`src/serial_port_loss_supervisor_pkg.sv`:
```
// Purpose: Constants and types of the serial port loss supervisor.
// Assumes: 100 MHz system clock, 16-bit register data.
// Notes: Offsets are register indices on the plain register port.
package serial_port_loss_supervisor_pkg;

    // ****************************************************************
    // Clock and timing
    // ****************************************************************
    localparam int CLK_HZ = 100_000_000;
    localparam int LOSS_STEP_MS = 100;
    localparam int LOSS_STEP_CYC = CLK_HZ / 1000 * LOSS_STEP_MS;
    localparam logic [9:0] LOSS_TIME_MIN = 10'h001;
    localparam logic [9:0] LOSS_TIME_MAX = 10'h258;
    localparam int ERR_LIMIT_DEF = 8;

    // ****************************************************************
    // Bit rates
    // ****************************************************************
    localparam int BAUD_0 = 1200;
    localparam int BAUD_1 = 2400;
    localparam int BAUD_2 = 4800;
    localparam int BAUD_3 = 9600;
    localparam int BAUD_4 = 19200;
    localparam int BAUD_5 = 38400;
    localparam logic [2:0] RATE_CODE_MAX = 3'h5;
    localparam logic [2:0] FMT_CODE_MAX = 3'h5;
    localparam logic [7:0] NODE_ADDR_MIN = 8'h01;
    localparam logic [7:0] NODE_ADDR_MAX = 8'hf7;

    // ****************************************************************
    // Register indices
    // ****************************************************************
    localparam logic [3:0] REG_RATE = 4'h0;
    localparam logic [3:0] REG_NODE = 4'h1;
    localparam logic [3:0] REG_ACTION = 4'h2;
    localparam logic [3:0] REG_TIMEOUT = 4'h3;
    localparam logic [3:0] REG_FORMAT = 4'h4;
    localparam logic [3:0] REG_STATUS = 4'h5;
    localparam logic [3:0] REG_ACT_ADDR = 4'h6;
    localparam logic [3:0] REG_INT_STAT = 4'h7;
    localparam logic [3:0] REG_INT_MASK = 4'h8;
    localparam logic [3:0] REG_CONTROL = 4'h9;
    localparam logic [3:0] REG_SPEED = 4'ha;

    // ****************************************************************
    // Reset values and fields
    // ****************************************************************
    localparam logic [2:0] RATE_RST = 3'h3;
    localparam logic [7:0] NODE_RST = 8'h64;
    localparam logic [9:0] TIMEOUT_RST = 10'h032;
    localparam logic [2:0] FORMAT_RST = 3'h0;
    localparam int INT_LOSS_BIT = 0;
    localparam int INT_ERR_BIT = 1;
    localparam int INT_BACK_BIT = 2;
    localparam int CTRL_CLR_FAULT_BIT = 0;

    typedef enum logic [1:0] {
        ACT_FAULT = 2'b00,
        ACT_COAST = 2'b01,
        ACT_STOP = 2'b10,
        ACT_HOLD = 2'b11
    } loss_action_t;

    typedef enum logic {
        LINK_OK = 1'b0,
        LINK_LOST = 1'b1
    } link_state_t;

endpackage

```
`src/serial_port_loss_supervisor.sv`:
```
// Purpose: Port settings and loss supervision of a multidrop serial node.
// Assumes: All inputs synchronous to I_SYS_CLK.
// Notes: The frame decoder outside reports frames as one-cycle pulses.
`timescale 1ns/100ps
module serial_port_loss_supervisor
    import serial_port_loss_supervisor_pkg::*;
#(
    parameter int TICK_CYCLES = LOSS_STEP_CYC,
    parameter int ERR_LIMIT = ERR_LIMIT_DEF
) (
    input wire logic I_SYS_CLK, // System clock
    input wire logic I_RST_N, // Synchronous reset
    input wire logic I_POWER_UP, // Power-up latch pulse
    input wire logic [3:0] I_ADDR, // Register index
    input wire logic [15:0] I_WDATA, // Write data
    input wire logic I_WR, // Write strobe
    input wire logic I_RD, // Read strobe
    input wire logic I_FRAME_OK, // Good frame pulse
    input wire logic [7:0] I_FRAME_ADDR, // Address of that frame
    input wire logic I_FRAME_ERR, // Bad frame pulse
    input wire logic I_SPEED_VALID, // Link speed command pulse
    input wire logic [15:0] I_SPEED_CMD, // Link speed command
    output logic [15:0] O_RDATA, // Read data
    output logic [16:0] O_BIT_CYCLES, // Clock cycles per bit
    output logic O_PARITY_EN, // Parity bit present
    output logic O_PARITY_ODD, // Odd parity
    output logic O_TWO_STOP, // Two stop bits
    output logic [7:0] O_NODE_ADDR, // Active node address
    output logic O_COAST_STOP, // Coast to stop
    output logic O_RAMP_STOP, // Stop by configured_stop_method
    output logic O_HOLD_SPEED, // Keep last link speed
    output logic [15:0] O_SPEED_REF, // Last link speed
    output logic O_LINK_LOSS_FAULT, // link_loss_fault
    output logic O_LOSS_ACTIVE, // Loss action applied
    output logic O_IRQ // Interrupt, level
);

    // ****************************************************************
    // Parameter checks
    // ****************************************************************
    generate
        if (TICK_CYCLES < 1 || ERR_LIMIT < 1 || ERR_LIMIT > 255) begin
            $error("TICK_CYCLES or ERR_LIMIT out of range.");
        end
    endgenerate

    localparam logic [7:0] ERR_LIM = 8'(ERR_LIMIT);
    localparam logic [31:0] TICK_LAST = 32'(TICK_CYCLES - 1);

    // ****************************************************************
    // Bit period table
    // ****************************************************************
    function automatic logic [16:0] bit_cycles(input logic [2:0] code);
        logic [16:0] c;
        c = 17'(CLK_HZ / BAUD_3);
        unique case (code)
            3'h0: c = 17'(CLK_HZ / BAUD_0);
            3'h1: c = 17'(CLK_HZ / BAUD_1);
            3'h2: c = 17'(CLK_HZ / BAUD_2);
            3'h3: c = 17'(CLK_HZ / BAUD_3);
            3'h4: c = 17'(CLK_HZ / BAUD_4);
            3'h5: c = 17'(CLK_HZ / BAUD_5);
            default: c = 17'(CLK_HZ / BAUD_3);
        endcase
        return c;
    endfunction

    // ****************************************************************
    // Software settings
    // ****************************************************************
    logic [2:0] rate_r;
    logic [7:0] node_r;
    loss_action_t action_r;
    logic [9:0] timeout_r;
    logic [2:0] format_r;
    logic [2:0] int_mask_r;
    logic wr_clr_fault;
    logic [7:0] node_nxt;
    logic [9:0] timeout_nxt;

    assign wr_clr_fault = I_WR && I_ADDR == REG_CONTROL
        && I_WDATA[CTRL_CLR_FAULT_BIT];

    // Out-of-range address and time are pulled to the nearest limit.
    always_comb begin
        node_nxt = I_WDATA[7:0];
        if (I_WDATA[15:8] != 8'h00 || I_WDATA[7:0] > NODE_ADDR_MAX) begin
            node_nxt = NODE_ADDR_MAX;
        end else if (I_WDATA[7:0] < NODE_ADDR_MIN) begin
            node_nxt = NODE_ADDR_MIN;
        end
        timeout_nxt = I_WDATA[9:0];
        if (I_WDATA[15:10] != 6'h00 || I_WDATA[9:0] > LOSS_TIME_MAX) begin
            timeout_nxt = LOSS_TIME_MAX;
        end else if (I_WDATA[9:0] < LOSS_TIME_MIN) begin
            timeout_nxt = LOSS_TIME_MIN;
        end
    end

    always_ff @(posedge I_SYS_CLK) begin
        if (!I_RST_N) begin
            rate_r <= RATE_RST;
            node_r <= NODE_RST;
            action_r <= ACT_FAULT;
            timeout_r <= TIMEOUT_RST;
            format_r <= FORMAT_RST;
            int_mask_r <= 3'h0;
        end else if (I_WR) begin
            unique case (I_ADDR)
                REG_RATE: begin
                    if (I_WDATA[2:0] <= RATE_CODE_MAX) begin
                        rate_r <= I_WDATA[2:0];
                    end
                end
                REG_NODE: node_r <= node_nxt;
                REG_ACTION: action_r <= loss_action_t'(I_WDATA[1:0]);
                REG_TIMEOUT: timeout_r <= timeout_nxt;
                REG_FORMAT: begin
                    if (I_WDATA[2:0] <= FMT_CODE_MAX) begin
                        format_r <= I_WDATA[2:0];
                    end
                end
                REG_INT_MASK: int_mask_r <= I_WDATA[2:0];
                default: ;
            endcase
        end
    end

    // ****************************************************************
    // Settings latched at power-up
    // ****************************************************************
    logic [2:0] act_rate_r;
    logic [2:0] act_fmt_r;
    logic latched_r;
    logic do_latch;

    // The first cycle after reset counts as a power-up as well.
    assign do_latch = I_POWER_UP || !latched_r;

    always_ff @(posedge I_SYS_CLK) begin
        if (!I_RST_N) begin
            latched_r <= 1'b0;
            act_rate_r <= RATE_RST;
            act_fmt_r <= FORMAT_RST;
            O_NODE_ADDR <= NODE_RST;
        end else begin
            latched_r <= 1'b1;
            if (do_latch) begin
                act_rate_r <= rate_r;
                act_fmt_r <= format_r;
                O_NODE_ADDR <= node_r;
            end
        end
    end

    // ****************************************************************
    // Character format outputs
    // ****************************************************************
    always_ff @(posedge I_SYS_CLK) begin
        if (!I_RST_N) begin
            O_BIT_CYCLES <= bit_cycles(RATE_RST);
            O_PARITY_EN <= 1'b0;
            O_PARITY_ODD <= 1'b0;
            O_TWO_STOP <= 1'b0;
        end else begin
            O_BIT_CYCLES <= bit_cycles(act_rate_r);
            unique case (act_fmt_r)
                3'h1, 3'h4: begin
                    O_PARITY_EN <= 1'b1;
                    O_PARITY_ODD <= 1'b0;
                end
                3'h2, 3'h5: begin
                    O_PARITY_EN <= 1'b1;
                    O_PARITY_ODD <= 1'b1;
                end
                default: begin
                    O_PARITY_EN <= 1'b0;
                    O_PARITY_ODD <= 1'b0;
                end
            endcase
            O_TWO_STOP <= act_fmt_r >= 3'h3;
        end
    end

    // ****************************************************************
    // Traffic and error tracking
    // ****************************************************************
    logic frame_mine;
    logic [7:0] err_cnt_r;
    logic err_cond_r;

    assign frame_mine = I_FRAME_OK && I_FRAME_ADDR == O_NODE_ADDR;

    // Errors count while no good frame for this node arrives.
    always_ff @(posedge I_SYS_CLK) begin
        if (!I_RST_N) begin
            err_cnt_r <= 8'h00;
            err_cond_r <= 1'b0;
        end else if (frame_mine) begin
            err_cnt_r <= 8'h00;
            err_cond_r <= 1'b0;
        end else if (I_FRAME_ERR && err_cnt_r != ERR_LIM) begin
            err_cnt_r <= err_cnt_r + 8'h01;
            err_cond_r <= err_cnt_r + 8'h01 == ERR_LIM;
        end
    end

    // ****************************************************************
    // Loss timer
    // ****************************************************************
    logic [31:0] tick_cnt_r;
    logic [9:0] tenth_cnt_r;
    logic tick;
    logic expired;

    assign tick = tick_cnt_r == TICK_LAST;
    assign expired = tenth_cnt_r >= timeout_r;

    // Silence, or a frame stream of nothing but errors, is a loss.
    always_ff @(posedge I_SYS_CLK) begin
        if (!I_RST_N) begin
            tick_cnt_r <= 32'h0;
            tenth_cnt_r <= 10'h000;
        end else if (frame_mine) begin
            tick_cnt_r <= 32'h0;
            tenth_cnt_r <= 10'h000;
        end else if (err_cond_r) begin
            tick_cnt_r <= 32'h0;
            tenth_cnt_r <= LOSS_TIME_MAX;
        end else if (tick) begin
            tick_cnt_r <= 32'h0;
            if (tenth_cnt_r != LOSS_TIME_MAX) begin
                tenth_cnt_r <= tenth_cnt_r + 10'h001;
            end
        end else begin
            tick_cnt_r <= tick_cnt_r + 32'h1;
        end
    end

    // ****************************************************************
    // Link state and loss response
    // ****************************************************************
    link_state_t state_r;
    logic loss_fire;
    logic link_back;

    assign loss_fire = state_r == LINK_OK && expired && !frame_mine;
    assign link_back = state_r == LINK_LOST && frame_mine;

    always_ff @(posedge I_SYS_CLK) begin
        if (!I_RST_N) begin
            state_r <= LINK_OK;
        end else begin
            unique case (state_r)
                LINK_OK: if (loss_fire) state_r <= LINK_LOST;
                LINK_LOST: if (frame_mine) state_r <= LINK_OK;
            endcase
        end
    end

    // The action is sampled when the loss fires and held until a good frame for this node.
    always_ff @(posedge I_SYS_CLK) begin
        if (!I_RST_N) begin
            O_COAST_STOP <= 1'b0;
            O_RAMP_STOP <= 1'b0;
            O_HOLD_SPEED <= 1'b0;
            O_LOSS_ACTIVE <= 1'b0;
        end else if (loss_fire) begin
            O_LOSS_ACTIVE <= 1'b1;
            O_COAST_STOP <= action_r == ACT_FAULT
                || action_r == ACT_COAST;
            O_RAMP_STOP <= action_r == ACT_STOP;
            O_HOLD_SPEED <= action_r == ACT_HOLD;
        end else if (link_back) begin
            O_LOSS_ACTIVE <= 1'b0;
            O_COAST_STOP <= 1'b0;
            O_RAMP_STOP <= 1'b0;
            O_HOLD_SPEED <= 1'b0;
        end
    end

    // The fault stays until software clears it; a new loss wins.
    always_ff @(posedge I_SYS_CLK) begin
        if (!I_RST_N) begin
            O_LINK_LOSS_FAULT <= 1'b0;
        end else if (loss_fire && action_r == ACT_FAULT) begin
            O_LINK_LOSS_FAULT <= 1'b1;
        end else if (wr_clr_fault) begin
            O_LINK_LOSS_FAULT <= 1'b0;
        end
    end

    // ****************************************************************
    // Last commanded speed
    // ****************************************************************
    always_ff @(posedge I_SYS_CLK) begin
        if (!I_RST_N) begin
            O_SPEED_REF <= 16'h0000;
        end else if (I_SPEED_VALID) begin
            O_SPEED_REF <= I_SPEED_CMD;
        end
    end

    // ****************************************************************
    // Interrupts
    // ****************************************************************
    logic [2:0] int_stat_r;
    logic [2:0] int_set;
    logic [2:0] int_clr;

    assign int_set = {link_back,
        I_FRAME_ERR && err_cnt_r + 8'h01 == ERR_LIM, loss_fire};
    assign int_clr = (I_WR && I_ADDR == REG_INT_STAT)
        ? I_WDATA[2:0] : 3'h0;

    always_ff @(posedge I_SYS_CLK) begin
        if (!I_RST_N) begin
            int_stat_r <= 3'h0;
        end else begin
            int_stat_r <= (int_stat_r & ~int_clr) | int_set;
        end
    end

    always_ff @(posedge I_SYS_CLK) begin
        if (!I_RST_N) begin
            O_IRQ <= 1'b0;
        end else begin
            O_IRQ <= |(((int_stat_r & ~int_clr) | int_set) & int_mask_r);
        end
    end

    // ****************************************************************
    // Register read
    // ****************************************************************
    always_ff @(posedge I_SYS_CLK) begin
        if (!I_RST_N) begin
            O_RDATA <= 16'h0000;
        end else if (I_RD) begin
            unique case (I_ADDR)
                REG_RATE: O_RDATA <= {13'h0, rate_r};
                REG_NODE: O_RDATA <= {8'h00, node_r};
                REG_ACTION: O_RDATA <= {14'h0, action_r};
                REG_TIMEOUT: O_RDATA <= {6'h00, timeout_r};
                REG_FORMAT: O_RDATA <= {13'h0, format_r};
                REG_STATUS: O_RDATA <= {7'h00, act_fmt_r, act_rate_r,
                    err_cond_r, O_LINK_LOSS_FAULT, O_LOSS_ACTIVE};
                REG_ACT_ADDR: O_RDATA <= {8'h00, O_NODE_ADDR};
                REG_INT_STAT: O_RDATA <= {13'h0, int_stat_r};
                REG_INT_MASK: O_RDATA <= {13'h0, int_mask_r};
                REG_SPEED: O_RDATA <= O_SPEED_REF;
                default: O_RDATA <= 16'h0000;
            endcase
        end else begin
            O_RDATA <= 16'h0000;
        end
    end

endmodule

```
`config.mk`:
```
export PLATFORM = sky130hd
export DESIGN_NAME = serial_port_loss_supervisor
export DESIGN_NICKNAME = d
export VERILOG_FILES = /design/src/serial_port_loss_supervisor_pkg.sv /design/src/serial_port_loss_supervisor.sv
export SDC_FILE = /design/constraint.sdc
export NUM_CORES = 1
export LEC_CHECK = 0
export ABC_AREA = 1
export ABC_CLOCK_PERIOD_IN_PS = 1700
export BUFFER_PORTS_ARGS = -buffer_cell sky130_fd_sc_hd__buf_2
export CAP_MARGIN = 20
export CORE_ASPECT_RATIO = 1.2
export CORE_MARGIN = 2
export CORE_UTILIZATION = 40
export DETAILED_ROUTE_END_ITERATION = 12
export PLACE_DENSITY = 0.59
export SLEW_MARGIN = 20
export SYNTH_ARGS = -nofsm -noshare
export SYNTH_HDL_FRONTEND = slang
export SYNTH_SLANG_ARGS = --single-unit
```
`constraint.sdc`:
```
create_clock -name I_SYS_CLK -period 1.7 [get_ports I_SYS_CLK]
set_input_delay 0.085 -clock I_SYS_CLK [delete_from_list [all_inputs] [get_ports I_SYS_CLK]]
set_output_delay 0.085 -clock I_SYS_CLK [all_outputs]
set_load 0.03 [all_outputs]
```
[Word level (Yosys, flattened, before mapping)]
Cells that the tools add are included.
Storage, ports and cells
  register bits: 157
  logic and storage cells: 134
  bits of input ports: 52
  output and inout bits: 66
Cells by class
  equal/unequal tests: 26
  reductions and logical operators: 40
  $add $sub $neg: 3
  bitwise operators: 6
  $lt $le $gt $ge: 7
  mux-type cells: 23
Operators by type and width (count)
  case mux 16 bit (10 select lines): 1
  case mux 17 bit (5 select lines): 1
  2-to-1 mux 10 bit: 5
  adder 32 x 1 -> 32 bit (second input constant): 1
  equality test 32 x 24 -> 1 bit (second input constant): 1
  equality test 4 x 3 -> 1 bit (second input constant): 4
  2-to-1 mux 8 bit: 2
  AND reduction 2 bit: 7
  equality test 3 bit (second input constant): 4
  equality test 4 bit (second input constant): 3
  2-to-1 mux 1 bit: 12
  adder 10 x 1 -> 10 bit (second input constant): 1
  >= comparator 10 bit: 1
  > comparator 10 bit (second input constant): 1
  logical AND 1 bit: 10
  < comparator 10 x 1 -> 1 bit (second input constant): 1
  != test 10 bit (second input constant): 1
  adder 8 x 1 -> 8 bit (second input constant): 1
  equality test 4 x 2 -> 1 bit (second input constant): 2
  equality test 8 x 4 -> 1 bit (second input constant): 1
  equality test 8 bit: 1
  > comparator 8 bit (second input constant): 1
  < comparator 8 x 1 -> 1 bit (second input constant): 1
  != test 8 x 4 -> 1 bit (second input constant): 1
  25 further kinds: 41

[Depth between registers and ports, before layout]
  depth after elaboration: 8
  mapped depth: 12
  gate-level depth less buffers: 12

[Least setup slack after synthesis]
No wires, ideal clock.
  path type: flip-flop to flip-flop
  start point: register O_NODE_ADDR[1]
  end point: register tick_cnt_r[25]
  period minus slack after synthesis: 1648 ps
  slack: 52 ps
  cell stages (with the launch flop): 9
  data required time: 1628 ps
  path buffers: 1
  arrival time: 1575 ps
  setup time: 72 ps
  path through: dfxtp_1 -> inv_1 -> or2_2 -> nand3_1 -> nor2_1 -> nand2_2 -> nand4_4 -> buf_4 -> nor3b_2
Between the ends
  cells in the longest elaborated chain, start to end: 3
Ends and longest elaborated chain
  start: declaration: RTL line serial_port_loss_supervisor.sv:28  | output logic [7:0] O_NODE_ADDR,
  start signal: assignment: RTL line serial_port_loss_supervisor.sv:151  | O_NODE_ADDR <= node_r;
  equality test 8 bit: RTL line serial_port_loss_supervisor.sv:192  | assign frame_mine = I_FRAME_OK && I_FRAME_ADDR == O_NODE_ADDR;
  logical AND 1 bit: RTL line serial_port_loss_supervisor.sv:192
  OR reduction 4 bit (no line)
  end signal: assignment: RTL line serial_port_loss_supervisor.sv:236  | tick_cnt_r <= tick_cnt_r + 32'h1;
  end: declaration: RTL line serial_port_loss_supervisor.sv:211  | logic [31:0] tick_cnt_r;
No other way between the ends.
A chain may end at the register's enable or synchronous reset.

==> run_results.csv <==
group,metric,value,unit
detailed_routing,postRouteWirelength,20700,µm
detailed_routing,drtIter0Drc,422,
critical_path,required,2030,ps
critical_path,path_class,"input port to flop",
sta,skew,11.5,ps
logic_synthesis,synthAdderAreaFrac,2.75,%
logic_synthesis,avgSynthCellArea,7.19,µm²
outcome,violations,"hold timing",
floorplanning,core-area,18000,µm²
placed_design,hpwl,15800,µm
floorplanning,start_util,40.4,%
floorplanning,fp.dieH,152,µm
logic_synthesis,synthMuxAreaShare,0,%
sta,worst_hold_slack,-8.90,ps
logic_synthesis,synth-compound-area-share,14.6,%
finish,area_growth,30.2,%
finish,multi_input_area,3650,µm²
logic_synthesis,syn-cell-area,7270,µm²
cts,post_cts_buffers,0,
power,switching_share,27.1,%
sta,rsz0062_at_grt,"true",
placed_design,port_buffers,117,
finish,insertedDiodeCount,0,
power,power_switching,0.00225,W
global_routing,grt_first_pass_wirelength,33000,µm
detailed_routing,post_drt_wl_per_cell,14.3,µm
power,p_seq_share,45.0,%
sta,slew_headroom,70.1,%
finish,fill_cells,1820,
global_routing,grt_pass1_vias,6762,
global_routing,grt_usage,21.8,%
outcome,status,"complete, but fails checks",
finish,nets,1278,
cts,clkLatencyLatePin,440,ps
logic_synthesis,syn_nets,1079,
cts,cts_buffers,17,
critical_path,critical_path_arrival,1970,ps
critical_path,endpoint,"O_SPEED_REF[9]",
power,power.leakage,4.12,nW
critical_path,crit_start,"I_SPEED_CMD[9]",
sta,finalMaxSlewViolations,0,
power,pwr-share-clk,46.4,%
sta,finalSetupViolations,0,
global_routing,antenna_found_initial,0,
detailed_routing,first_pass_iters,5,
power,p_int,0.00606,W
global_routing,grt_max_degree,31,
sta,tightest_slew,449,ps
power,pwr-share-comb,8.6,%
sta,setup_ws,55.2,ps
critical_path,rr_worst_depth,8,
finish,drive_above_1_share,21.9,%
detailed_routing,ant_nets,0,
worst_hold_path,hold_class,"input port to flop",
logic_synthesis,synth_top_family_by_area,"simple AND/OR/NAND/NOR gates",
floorplanning,rows,54,
cts,cts_root_buffer,"clkbuf_16",
logic_synthesis,yosys.area_share.simple,29.5,%
logic_synthesis,yosysWarnings,0,
floorplanning,die_x,127,µm
detailed_routing,drc,0,
critical_path,reg2reg_slack,80,ps
sta,finalCritPeriodShare,96.8,%
critical_path,endpoint_kind,"flop",
logic_synthesis,synthCells,1011,
power,ir_worst_vdd,652,µV
logic_synthesis,synth-xor-area-share,2.17,%
critical_path,worstReg2RegStart,"O_NODE_ADDR[1]",
cts,cts_sinks,154,
flow_run,cap_violations,0,
floorplanning,io_pins,118,
placed_design,place_congestion,0.911,
critical_path,cp-start-kind,"input port",
logic_synthesis,ys_ff_latch,154,
global_routing,globalRouteOverflowTotal,0,
critical_path,r2r_end,"tick_cnt_r[25]",
cts,cts_tree,"yes",
sta,clock.fmax,608,MHz
floorplanning,die_area,19300,µm²
finish,utilization,52.7,%
cts,htreeDepth,4,
cts,path_clk_slew,70,ps
sta,post-route-min-period,1640,ps
finish,regArea,3090,µm²
detailed_routing,num_vias,7283,
sta,finalHoldViolCount,1,
detailed_routing,vias_per_cell,5.03,
critical_path,crit_fanout,1,
logic_synthesis,synth_cell_types,43,
logic_synthesis,yosysSeqAreaShare,42.4,%
power,powerDensity,878,nW/µm²
cts,cts_buffer_depth,2,
placed_design,dp_slack,81.7,ps
==> layout make-up <==
cell class	instances	share of cell area (%)
clock inverter	15	1.85
sequential	154	32.6
inverter	136	5.39
multi-input combinational	698	38.6
timing repair buffer	203	14.1
clock buffer	17	4.49
tap	224	2.96
==> cell usage in the layout, fill, tap and decap left out, drive strengths merged, types with 3 or more instances in the layout <==
master | netlist | final
nand3 | 65 | 65
nand4 | 29 | 29
clkinv | 2 | 4
a31oi | 6 | 6
or2 | 9 | 9
a211oi | 6 | 6
xor2 | 12 | 12
o22ai | 11 | 11
buf | 11 | 175
a21oi | 97 | 97
and3 | 3 | 3
nand2 | 194 | 194
ha | 16 | 16
clkbuf | 12 | 17
nor3 | 28 | 28
inv | 134 | 144
dlygate4sd3 | 0 | 28
o21ai | 69 | 69
o211ai | 5 | 5
nor3b | 4 | 4
nor2 | 131 | 131
xnor2 | 6 | 6
dfxtp | 154 | 154
==> flip-flops by register name, summed over array words and instances, names as in the netlist, 2 cells and up <==
register      cells
O_BIT_CYCLES     14
O_NODE_ADDR       8
O_RDATA          16
O_SPEED_REF      16
act_fmt_r         3
act_rate_r        3
action_r          2
err_cnt_r         8
format_r          3
int_mask_r        3
int_stat_r        3
node_r            8
rate_r            3
tenth_cnt_r      10
tick_cnt_r       32
timeout_r        10
==> Yosys cell counts (all sizes together) <==
cell type / number / share of area (%)
clkinv: 2 / 0.10
a21o: 1 / 0.10
buf: 11 / 0.88
nor4: 1 / 0.086
dfxtp: 154 / 42
nand3: 65 / 4.7
a21oi: 97 / 6.7
or2: 9 / 0.77
o21ai: 69 / 4.8
o221ai: 1 / 0.12
o21bai: 1 / 0.10
nor3b: 4 / 0.55
xnor2: 6 / 0.72
a31oi: 6 / 0.52
nor2: 131 / 7.7
ha: 16 / 2.8
clkbuf: 12 / 0.62
o2111ai: 2 / 0.24
nor3: 28 / 2.2
nand4: 29 / 2.9
inv: 134 / 6.9
and3: 3 / 0.26
nand3b: 1 / 0.10
o211ai: 5 / 0.52
xor2: 12 / 1.4
nand2: 194 / 10
a211oi: 6 / 0.62
o22ai: 11 / 0.95
==> metal layers <==
layer / routed length, µm / share of wire [%] / vias to the layer above / global-route usage, %
met4: 552 / 2.7 / 0 / 8.85
met5: 0 / 0 / - / 0
met1: 9260 / 45 / 3318 / 26.8
li1: - / - / 3736 / -
met3: 873 / 4.2 / 42 / 3.72
met2: 9990 / 48 / 187 / 37.9
==> cell families (layout without fill, tap and decap cells) <==
group / Yosys count / in the layout
compound gates: 199 / 199
xor+xnor: 18 / 18
fa+ha+maj: 16 / 16
buf+inv: 159 / 371
flops: 154 / 154
simple gates: 465 / 465
==> power groups by stage <==
stage	combinational [W]	sequential (W)	clock, W
floorplan	0.000286	0.00392	0
global placement	0.000662	0.00382	0
detailed placement	0.000665	0.00382	0
CTS	0.000714	0.00374	0.00393
global route	0.000793	0.00375	0.00408
finish	0.000719	0.00374	0.00386
==> timing repair <==
| action | CTS | global route |
|---|---|---|
| gates resized for setup | 0 | 21 |
| setup endpoints to repair | 0 | 21 |
| hold buffers | 28 | 0 |
| hold endpoints to repair | 31 | 0 |
==> stage by stage <==
step	setup TNS (ps)	cell area (µm²)	std cells	hold slack, ps	power (W)
final	0	9470	1447	-8.90	0.00832
after global placement	0	8500	1387	320	0.00448
after CTS	0	9380	1447	1.51	0.00838
after global routing	-54.5	9470	1447	6.38	0.00862
after detailed placement	0	8500	1387	310	0.00448
after floorplan	0	7270	1011	113	0.00420
==> worst min-delay path by stage <==
stage                               from             end  slack, ps  cells after the start
after floorplan                  I_RST_N       latched_r        110                      0
after global placement    I_SPEED_CMD[9]  O_SPEED_REF[9]        320                      3
after detailed placement  I_SPEED_CMD[9]  O_SPEED_REF[9]        310                      3
after CTS                     I_WDATA[1]     action_r[1]          2                      3
after global routing         I_FRAME_ERR   int_stat_r[1]          6                      3
final                        I_FRAME_ERR   int_stat_r[1]         -9                      3
==> critical path, cell delays in order <==
cell	delay [ps]
dlygate4sd3_1	540
buf_2	120
nor2_1	90
dlygate4sd3_1	550
nor2_1	40
dlygate4sd3_1	540
Power figures use the tool's default switching activity.
